File: src/dsc_pkg.sv
// Shared constants and types for the burst SRAM data and cycle-define block
package dsc_pkg;

    ////////////////////////////////////////////////////////////////////////////
    // Widths
    ////////////////////////////////////////////////////////////////////////////
    // Data width per variant: 8, 9, 18 or 36; the x18 variant is built here
    localparam int DATA_W = 18;
    // Burst length of every transaction
    localparam int BURST_LEN = 2;
    // Width of the beat index inside a burst
    localparam int BEAT_W = 1;
    // Address width of the modelled array, kept small on purpose
    localparam int ADDR_W = 4;
    // Number of burst locations
    localparam int LOCATIONS = 16;
    // Depth of the write data FIFO
    localparam int FIFO_DEPTH = 16;

    ////////////////////////////////////////////////////////////////////////////
    // Reset values and beat indices
    ////////////////////////////////////////////////////////////////////////////
    localparam logic [BEAT_W-1:0] BEAT_FIRST = 1'h0;
    localparam logic [BEAT_W-1:0] BEAT_SECOND = 1'h1;
    localparam logic [DATA_W-1:0] DATA_RESET = 18'h0_0000;
    localparam logic [ADDR_W-1:0] ADDR_RESET = 4'h0;

    ////////////////////////////////////////////////////////////////////////////
    // Types
    ////////////////////////////////////////////////////////////////////////////
    // Data pin state within a burst
    typedef enum logic [2:0] {
        DSC_IDLE = 3'b000,
        DSC_WR0 = 3'b001,
        DSC_WR1 = 3'b010,
        DSC_RD0 = 3'b011,
        DSC_RD1 = 3'b100
    } dsc_state_e;

    // One captured write word on its way to the array
    typedef struct packed {
        logic [ADDR_W-1:0] addr;
        logic [BEAT_W-1:0] beat;
        logic [DATA_W-1:0] data;
    } dsc_wr_word_s;

    // Cycle definition taken at a true-clock edge
    typedef struct packed {
        logic [ADDR_W-1:0] addr;
        logic read;
    } dsc_cycle_s;

    localparam int WR_WORD_W = $bits(dsc_wr_word_s);

endpackage : dsc_pkg

File: src/dsc_top.sv
// Data pins and cycle-define load logic of a two-word burst DDR SRAM
`timescale 1ns/1ps
module dsc_top (
    input wire logic MCLK_I,
    input wire logic RESET_N_I,
    input wire logic K_I,
    input wire logic K_N_I,
    input wire logic CYCLE_DEFINE_N_I,
    input wire logic [dsc_pkg::ADDR_W-1:0] ADDR_I,
    input wire logic READ_NOT_WRITE_I,
    input wire logic [dsc_pkg::DATA_W-1:0] DQ_I,
    output logic [dsc_pkg::DATA_W-1:0] DQ_O,
    output logic DQ_OE_O,
    output logic WRITE_STALL_O
);

    ////////////////////////////////////////////////////////////////////////////
    // Declarations
    ////////////////////////////////////////////////////////////////////////////
    // Previous samples of the two input clocks
    logic k_prev_reg;
    logic kn_prev_reg;
    // One-cycle enables marking each clock rise
    logic k_rise;
    logic kn_rise;
    // Burst state and its next value
    dsc_pkg::dsc_state_e state_reg;
    dsc_pkg::dsc_state_e state_next;
    // Cycle definition held for the running burst
    dsc_pkg::dsc_cycle_s cycle_reg;
    // A new cycle is defined at this true-clock rise
    logic cycle_start;
    // Both read words fetched at the definition edge
    logic [dsc_pkg::BURST_LEN*dsc_pkg::DATA_W-1:0] rd_burst_reg;
    logic [dsc_pkg::BURST_LEN*dsc_pkg::DATA_W-1:0] rd_burst;
    // Pin output registers
    logic [dsc_pkg::DATA_W-1:0] dq_reg;
    logic dq_oe_reg;
    logic stall_reg;
    // Write capture towards the FIFO
    logic wr_cap;
    dsc_pkg::dsc_wr_word_s wr_word;
    logic fifo_in_ready;
    // FIFO drain towards the array
    logic drain_valid;
    logic drain_ready;
    logic [dsc_pkg::WR_WORD_W-1:0] drain_bits;
    logic [dsc_pkg::WR_WORD_W-1:0] wr_word_bits;
    dsc_pkg::dsc_wr_word_s drain_word;

    ////////////////////////////////////////////////////////////////////////////
    // Helpers
    ////////////////////////////////////////////////////////////////////////////
    // True while the burst in flight is a read
    function automatic logic is_read_state(input dsc_pkg::dsc_state_e st);
        begin
            is_read_state = (st == dsc_pkg::DSC_RD0) || (st == dsc_pkg::DSC_RD1);
        end
    endfunction : is_read_state

    // True while the burst in flight is a write
    function automatic logic is_write_state(input dsc_pkg::dsc_state_e st);
        begin
            is_write_state = (st == dsc_pkg::DSC_WR0) || (st == dsc_pkg::DSC_WR1);
        end
    endfunction : is_write_state

    ////////////////////////////////////////////////////////////////////////////
    // Clock edge detection
    ////////////////////////////////////////////////////////////////////////////
    // Clock pins are taken as synchronous levels, so a plain edge detect suffices
    always_ff @(posedge MCLK_I or negedge RESET_N_I) begin
        if (!RESET_N_I) begin
            // History starts at idle levels, K low and K_N high, so release shows no false rise
            k_prev_reg <= 1'b0;
            kn_prev_reg <= 1'b1;
        end else begin
            k_prev_reg <= K_I;
            kn_prev_reg <= K_N_I;
        end
    end

    // Rising edges only; falling edges are never used
    assign k_rise = K_I & ~k_prev_reg;
    assign kn_rise = K_N_I & ~kn_prev_reg;

    ////////////////////////////////////////////////////////////////////////////
    // Cycle definition
    ////////////////////////////////////////////////////////////////////////////
    // Low cycle-define at a true rise opens a burst; never looked at on K_N
    assign cycle_start = k_rise & ~CYCLE_DEFINE_N_I;

    // Address and direction caught together with cycle-define
    always_ff @(posedge MCLK_I or negedge RESET_N_I) begin
        if (!RESET_N_I) begin
            cycle_reg <= '{addr: dsc_pkg::ADDR_RESET, read: 1'b0};
        end else if (cycle_start) begin
            cycle_reg.addr <= ADDR_I;
            cycle_reg.read <= READ_NOT_WRITE_I;
        end
        // High cycle-define leaves the held definition untouched
    end

    ////////////////////////////////////////////////////////////////////////////
    // Burst sequencing
    ////////////////////////////////////////////////////////////////////////////
    // Each burst: word 0 at the next K_N rise, word 1 at the following K rise.
    // The K rise that ends a burst may also define the next, so bursts chain.
    always_comb begin
        state_next = state_reg;
        case (state_reg)
            dsc_pkg::DSC_IDLE: begin
                // Wait for a definition
                if (cycle_start) begin
                    state_next = READ_NOT_WRITE_I ? dsc_pkg::DSC_RD0 : dsc_pkg::DSC_WR0;
                end
            end
            dsc_pkg::DSC_WR0: begin
                // First write word at complement rise
                if (kn_rise) begin
                    state_next = dsc_pkg::DSC_WR1;
                end
            end
            dsc_pkg::DSC_RD0: begin
                // First read word at complement rise
                if (kn_rise) begin
                    state_next = dsc_pkg::DSC_RD1;
                end
            end
            dsc_pkg::DSC_WR1, dsc_pkg::DSC_RD1: begin
                // Second word at true rise; chain or go idle
                if (k_rise) begin
                    if (cycle_start) begin
                        state_next = READ_NOT_WRITE_I ? dsc_pkg::DSC_RD0 : dsc_pkg::DSC_WR0;
                    end else begin
                        state_next = dsc_pkg::DSC_IDLE;
                    end
                end
            end
            default: begin
                // Illegal code recovers to idle
                state_next = dsc_pkg::DSC_IDLE;
            end
        endcase
    end

    // State register
    always_ff @(posedge MCLK_I or negedge RESET_N_I) begin
        if (!RESET_N_I) begin
            state_reg <= dsc_pkg::DSC_IDLE;
        end else begin
            state_reg <= state_next;
        end
    end

    ////////////////////////////////////////////////////////////////////////////
    // Write capture
    ////////////////////////////////////////////////////////////////////////////
    // Capture on complement rise for word 0 and true rise for word 1
    assign wr_cap = ((state_reg == dsc_pkg::DSC_WR0) && kn_rise) ||
                    ((state_reg == dsc_pkg::DSC_WR1) && k_rise);

    // Beat index follows the half of the burst being captured
    always_comb begin
        wr_word.addr = cycle_reg.addr;
        wr_word.data = DQ_I;
        if (state_reg == dsc_pkg::DSC_WR1) begin
            wr_word.beat = dsc_pkg::BEAT_SECOND;
        end else begin
            wr_word.beat = dsc_pkg::BEAT_FIRST;
        end
    end

    assign wr_word_bits = wr_word;

    // Words wait here so a busy array port never loses write data
    dsc_fifo #(
        .WIDTH(dsc_pkg::WR_WORD_W),
        .DEPTH(dsc_pkg::FIFO_DEPTH)
    ) u_wr_fifo (
        .clk_i(MCLK_I),
        .rst_n_i(RESET_N_I),
        .in_valid_i(wr_cap),
        .in_ready_o(fifo_in_ready),
        .in_data_i(wr_word_bits),
        .out_valid_o(drain_valid),
        .out_ready_i(drain_ready),
        .out_data_o(drain_bits)
    );

    assign drain_word = drain_bits;

    // Single array port: a read fetch takes priority and stalls the drain
    assign drain_ready = ~cycle_start | CYCLE_DEFINE_N_I | ~READ_NOT_WRITE_I;

    // Full FIFO is flagged to the controller side; further words would be lost
    always_ff @(posedge MCLK_I or negedge RESET_N_I) begin
        if (!RESET_N_I) begin
            stall_reg <= 1'b0;
        end else begin
            stall_reg <= ~fifo_in_ready;
        end
    end

    ////////////////////////////////////////////////////////////////////////////
    // Storage array
    ////////////////////////////////////////////////////////////////////////////
    // Reads see a write only once it has drained; drain is one word a cycle,
    // far faster than the burst rate, so this is rarely visible
    dsc_array u_array (
        .clk_i(MCLK_I),
        .wr_en_i(drain_valid & drain_ready),
        .wr_word_i(drain_word),
        .rd_addr_i(ADDR_I),
        .rd_burst_o(rd_burst)
    );

    // Whole burst fetched at the read definition edge
    always_ff @(posedge MCLK_I or negedge RESET_N_I) begin
        if (!RESET_N_I) begin
            rd_burst_reg <= '0;
        end else if (cycle_start && READ_NOT_WRITE_I) begin
            rd_burst_reg <= rd_burst;
        end
    end

    ////////////////////////////////////////////////////////////////////////////
    // Read drive
    ////////////////////////////////////////////////////////////////////////////
    // Word 0 launched at complement rise, word 1 at true rise
    always_ff @(posedge MCLK_I or negedge RESET_N_I) begin
        if (!RESET_N_I) begin
            dq_reg <= dsc_pkg::DATA_RESET;
        end else if ((state_reg == dsc_pkg::DSC_RD0) && kn_rise) begin
            dq_reg <= rd_burst_reg[0 +: dsc_pkg::DATA_W];
        end else if ((state_reg == dsc_pkg::DSC_RD1) && k_rise) begin
            dq_reg <= rd_burst_reg[dsc_pkg::DATA_W +: dsc_pkg::DATA_W];
        end
    end

    // Enable tracks the read burst; it drops at the next K_N rise, or two cycles after the K rise when a write burst follows
    always_ff @(posedge MCLK_I or negedge RESET_N_I) begin
        if (!RESET_N_I) begin
            dq_oe_reg <= 1'b0;
        end else if (kn_rise) begin
            dq_oe_reg <= (state_reg == dsc_pkg::DSC_RD0);
        end else if (!is_read_state(state_reg) && is_write_state(state_reg)) begin
            dq_oe_reg <= 1'b0;
        end
    end

    ////////////////////////////////////////////////////////////////////////////
    // Outputs
    ////////////////////////////////////////////////////////////////////////////
    assign DQ_O = dq_reg;
    assign DQ_OE_O = dq_oe_reg;
    assign WRITE_STALL_O = stall_reg;

endmodule : dsc_top

File: src/dsc_fifo.sv
// Parameterised valid/ready FIFO for captured write words
`timescale 1ns/1ps
module dsc_fifo #(
    parameter int WIDTH = 8,
    parameter int DEPTH = 16
) (
    input wire logic clk_i,
    input wire logic rst_n_i,
    input wire logic in_valid_i,
    output logic in_ready_o,
    input wire logic [WIDTH-1:0] in_data_i,
    output logic out_valid_o,
    input wire logic out_ready_i,
    output logic [WIDTH-1:0] out_data_o
);
    localparam int PTR_W = $clog2(DEPTH);

    ////////////////////////////////////////////////////////////////////////////
    // Storage and pointers
    ////////////////////////////////////////////////////////////////////////////
    logic [WIDTH-1:0] mem_reg [DEPTH];  // Word storage
    logic [PTR_W-1:0] wr_ptr_reg;  // Next slot to fill
    logic [PTR_W-1:0] rd_ptr_reg;  // Oldest word
    logic [PTR_W:0] count_reg;  // Words held
    logic push;
    logic pop;

    // Honest flags straight from the count; full is compared at count width so DEPTH is not cut
    assign in_ready_o = (count_reg != (PTR_W+1)'(DEPTH)) ? 1'b1 : 1'b0;
    assign out_valid_o = (count_reg != '0);
    assign out_data_o = mem_reg[rd_ptr_reg];
    assign push = in_valid_i & in_ready_o;
    assign pop = out_valid_o & out_ready_i;

    // Storage write, no reset needed for data
    always_ff @(posedge clk_i) begin
        if (push) begin
            mem_reg[wr_ptr_reg] <= in_data_i;
        end
    end

    // Pointer and count bookkeeping
    always_ff @(posedge clk_i or negedge rst_n_i) begin
        if (!rst_n_i) begin
            wr_ptr_reg <= '0;
            rd_ptr_reg <= '0;
            count_reg <= '0;
        end else begin
            if (push) begin
                wr_ptr_reg <= wr_ptr_reg + PTR_W'(1);
            end
            if (pop) begin
                rd_ptr_reg <= rd_ptr_reg + PTR_W'(1);
            end
            if (push && !pop) begin
                count_reg <= count_reg + (PTR_W+1)'(1);
            end else if (pop && !push) begin
                count_reg <= count_reg - (PTR_W+1)'(1);
            end
        end
    end

endmodule : dsc_fifo

File: src/dsc_array.sv
// Burst storage array: one write port, both words of a location read at once
`timescale 1ns/1ps
module dsc_array (
    input wire logic clk_i,
    input wire logic wr_en_i,
    input wire dsc_pkg::dsc_wr_word_s wr_word_i,
    input wire logic [dsc_pkg::ADDR_W-1:0] rd_addr_i,
    output logic [dsc_pkg::BURST_LEN*dsc_pkg::DATA_W-1:0] rd_burst_o
);
    // One bank per beat, so a whole burst reads in one cycle
    genvar b;
    generate
        for (b = 0; b < dsc_pkg::BURST_LEN; b++) begin : g_bank
            logic [dsc_pkg::DATA_W-1:0] bank_reg [dsc_pkg::LOCATIONS];  // Beat b words

            // Write only the bank that the beat index selects
            always_ff @(posedge clk_i) begin
                if (wr_en_i && (wr_word_i.beat == dsc_pkg::BEAT_W'(b))) begin
                    bank_reg[wr_word_i.addr] <= wr_word_i.data;
                end
            end

            // First beat sits in the low word
            assign rd_burst_o[b*dsc_pkg::DATA_W +: dsc_pkg::DATA_W] = bank_reg[rd_addr_i];
        end
    endgenerate

endmodule : dsc_array

File: config.mk
export PLATFORM = sky130hd
export DESIGN_NAME = dsc_top
export DESIGN_NICKNAME = d
export VERILOG_FILES = /design/src/dsc_pkg.sv /design/src/dsc_top.sv /design/src/dsc_fifo.sv /design/src/dsc_array.sv
export SDC_FILE = /design/constraint.sdc
export NUM_CORES = 1
export LEC_CHECK = 0
export ABC_CLOCK_PERIOD_IN_PS = 3850
export BUFFER_PORTS_ARGS = -buffer_cell sky130_fd_sc_hd__buf_2
export CAP_MARGIN = 10
export CORE_MARGIN = 4
export CORE_UTILIZATION = 56
export DETAILED_ROUTE_END_ITERATION = 6
export PLACE_DENSITY = 0.84
export SETUP_SLACK_MARGIN = 0.1
export SYNTH_ARGS = -nofsm -noshare
export SYNTH_HDL_FRONTEND = slang
export SYNTH_SLANG_ARGS = --single-unit
File: constraint.sdc
create_clock -name MCLK_I -period 3.85 [get_ports MCLK_I]
set_input_delay 0.5775 -clock MCLK_I [delete_from_list [all_inputs] [get_ports MCLK_I]]
set_output_delay 0.5775 -clock MCLK_I [all_outputs]
set_load 0.02 [all_outputs]
==> metrics <==
final clock skew=~0.028 ns; DRC=0; worst path arrival time=3.90 ns; final worst-path cycle share=94.3%; Boundary Pins=48; Vias=19.0k; Setup crit end kind=register; status=complete, no violations; WL per Instance=about 33 um; RSZ-0062 raised after global routing=true; H-tree Lvls=3; layout cells sized above 1=31.3%; syn avg cell area=22.5 um^2; CTS tree=yes; Vias/cell=between 6 and 7; total CTS buffers=96; setup TNS=0 ns; area grow syn2layout=12.4%; final hold violations=0; root buf cell=clkbuf_16; fin. max-slew vios=0; CP peak stage delay=~0.94 ns; worst-case clock buffer depth=3; initial core utilization=56.8%; max reg flops=between 500 and 600; Cells after Synth=1734; sequential element share of the synthesized area=77.5%; die height=roughly 270 um; post-layout min period=3.63 ns; final weighted congestion in routability-driven placement=0.809; max cap viols=0; DR pass1 iterations=5; Cell Rows=between 90 and 100; Congestion Overflow GR=0; CP max stage cell=nor2_2; worst min-delay path class=in2async; CP Max Fanout=18; worst slew margin relative to its limit=25.2%; initial antenna violation count=5; CP cell instances=buf_4 > nor2b_1 > a221o_1 > nand2_1 > nor2_2; clock-pin slew on the worst setup and hold paths=0.06 ns; largest net degree at the start of global routing=58; Tightest Pin Transition=1.12 ns; vias in the first global route=19.9k; YS warnings=0; VDD IR max=between 0.4 and 0.5 mV; # setup viols final=0; Worst EP required=4.12 ns; first-pass GRT wire length=140000 um; Post-Route WL=94700 um; synth unique cells=48; Die W=272 um; filler cell count=4195; Setup CP Type=reg2reg; Nets=around 1.9k; post-DP HPWL=roughly 51000 um; core area=68800 um^2; Fmax=around 280 MHz; multi-input logic area=8520 um^2; LEAKAGE=14.4 nW; IO buf count=47; clock sinks=1022; Total GRT Usage=26.1%; Power Dens Cells=793 nW/um^2; syn_nets=1772; drt first-iter violations=about 2.5k; Clock Latency Late Sink=0.66 ns; die area=74100 um^2; crit path launch type=register; ANT nets after route=0; FF+latch area=roughly 30000 um^2; utilization after layout=between 60% and 70%; mapped cell area=between 30000 and 40000 um^2; synthesized flop and latch total=1022; Antenna diodes=0
==> per-stage QoR <==
step                      cell area [um^2]  hold slack, ns  power, W  instances  setup slack [ns]
final                                43900          0.0400    0.0348       2877             0.221
after detailed placement             40900           0.463    0.0255       2702             0.251
after floorplan                      39100           0.282    0.0218       1734             0.109
after CTS                            43900          0.0319    0.0349       2877             0.208
after global routing                 43900          0.0416    0.0360       2877            0.0428
after global placement               40900           0.459    0.0247       2702             0.384
==> cells by family after synthesis <==
logic type	synth area share, %
compound gates	0.813
xor+xnor	0.247
fa+ha+maj	0.339
buf+inv	0.993
flops	77.5
mux	17.3
simple gates	2.73
==> critical path, delay by kind of cell (launching register included) <==
family                 cells  cell delay, ns
AO/OA/AOI/OAI              1            0.34
buffers and inverters      1            0.32
flip-flops                 1            0.63
AND/OR/NAND/NOR            3            1.94
==> worst paths after layout <==
| check | from | to | slack (ns) | cells after the start |
|---|---|---|---|---|
| worst max-delay path | u_wr_fifo.rd_ptr_reg[3] | u_array.g_bank[1].bank_reg[3][1] | 0.22 | 5 |
| worst min-delay path | RESET_N_I | rd_burst_reg[0] | 0.04 | 1 |
| worst max register to register | u_wr_fifo.rd_ptr_reg[3] | u_array.g_bank[1].bank_reg[3][1] | 0.22 | 5 |
| worst min register to register | rd_burst_reg[33] | rd_burst_reg[33] | 0.48 | 2 |
| max in group asynchronous | RESET_N_I | DQ_O[8] | 2.98 | 2 |
| min in group MCLK_I | K_N_I | kn_prev_reg | 0.06 | 1 |
==> routing by layer <==
layer	wire (um)	global-route usage (%)
met1	33900	34.9
met3	8130	4.55
met2	49600	44.4
met5	63	0
met4	3010	8.33
==> layout by cell type, fill, tap and decap left out, drive strengths merged, types with 3 or more instances in the layout <==
cell      count
nand4         4
mux2          5
ha            9
mux4        290
nor3b         3
bufinv        5
a21oi         3
mux2i        19
clkinv       34
o21ai        22
and2         12
buf         122
nor2b         7
nor3          3
a22oi         4
clkbuf      127
dfrtp        77
a221oi        3
nor2         42
edfxtp      944
or4           3
xnor2         9
or4b          3
inv           9
nand2       150
clkinvlp      7
==> synth_stat cells (all sizes together) <==
| cell type | instances | area share, % |
|---|---|---|
| a21o | 2 | 0.038 |
| a21oi | 3 | 0.038 |
| a221o | 2 | 0.051 |
| a221oi | 3 | 0.083 |
| a22o | 2 | 0.045 |
| a22oi | 4 | 0.13 |
| a31oi | 2 | 0.032 |
| and2 | 12 | 0.19 |
| and3 | 2 | 0.032 |
| and4 | 1 | 0.022 |
| buf | 36 | 0.45 |
| clkbuf | 49 | 0.47 |
| dfrtp | 77 | 4.9 |
| dfstp | 1 | 0.067 |
| edfxtp | 944 | 73 |
| fa | 1 | 0.051 |
| ha | 9 | 0.29 |
| inv | 7 | 0.067 |
| mux2 | 5 | 0.14 |
| mux2i | 19 | 0.49 |
| mux4 | 290 | 17 |
| nand2 | 150 | 1.5 |
| nand2b | 2 | 0.032 |
| nand3 | 2 | 0.026 |
| nand3b | 1 | 0.019 |
| nand4 | 4 | 0.064 |
| nand4b | 1 | 0.022 |
| nor2 | 42 | 0.40 |
| nor2b | 7 | 0.11 |
| nor3 | 3 | 0.038 |
| nor3b | 3 | 0.058 |
| nor4 | 1 | 0.016 |
| o211ai | 2 | 0.038 |
| o21ai | 22 | 0.28 |
| o21bai | 2 | 0.038 |
| o22ai | 1 | 0.016 |
| o31a | 1 | 0.022 |
| or4 | 3 | 0.077 |
| or4b | 3 | 0.11 |
| or4bb | 2 | 0.058 |
| xnor2 | 9 | 0.20 |
| xor2 | 2 | 0.045 |
==> where the power goes <==
part | switching, W | leakage, nW | internal, W | total [W]
combinational | 0.00583 | 3.43 | 0.00267 | 0.00850
clock | 0.00401 | 1.46 | 0.00513 | 0.00914
sequential | 0.000963 | 9.49 | 0.0162 | 0.0172
==> area by class of cell <==
| type | count | share of cell area [%] |
|---|---|---|
| clock buffers | 127 | 5.97 |
| well taps | 931 | 2.65 |
| flip-flops and latches | 1022 | 69.0 |
| clock inverters | 48 | 0.877 |
| multi-input cells | 620 | 19.4 |
| inverters | 7 | 0.0598 |
| repair buffers | 122 | 2.06 |
==> timing repair <==
action,CTS,global route
setup buffers,0,0
setup endpoints to repair,288,36
hold buffers,0,0
resized for setup,3,0
(Power assumes the default switching activity.)
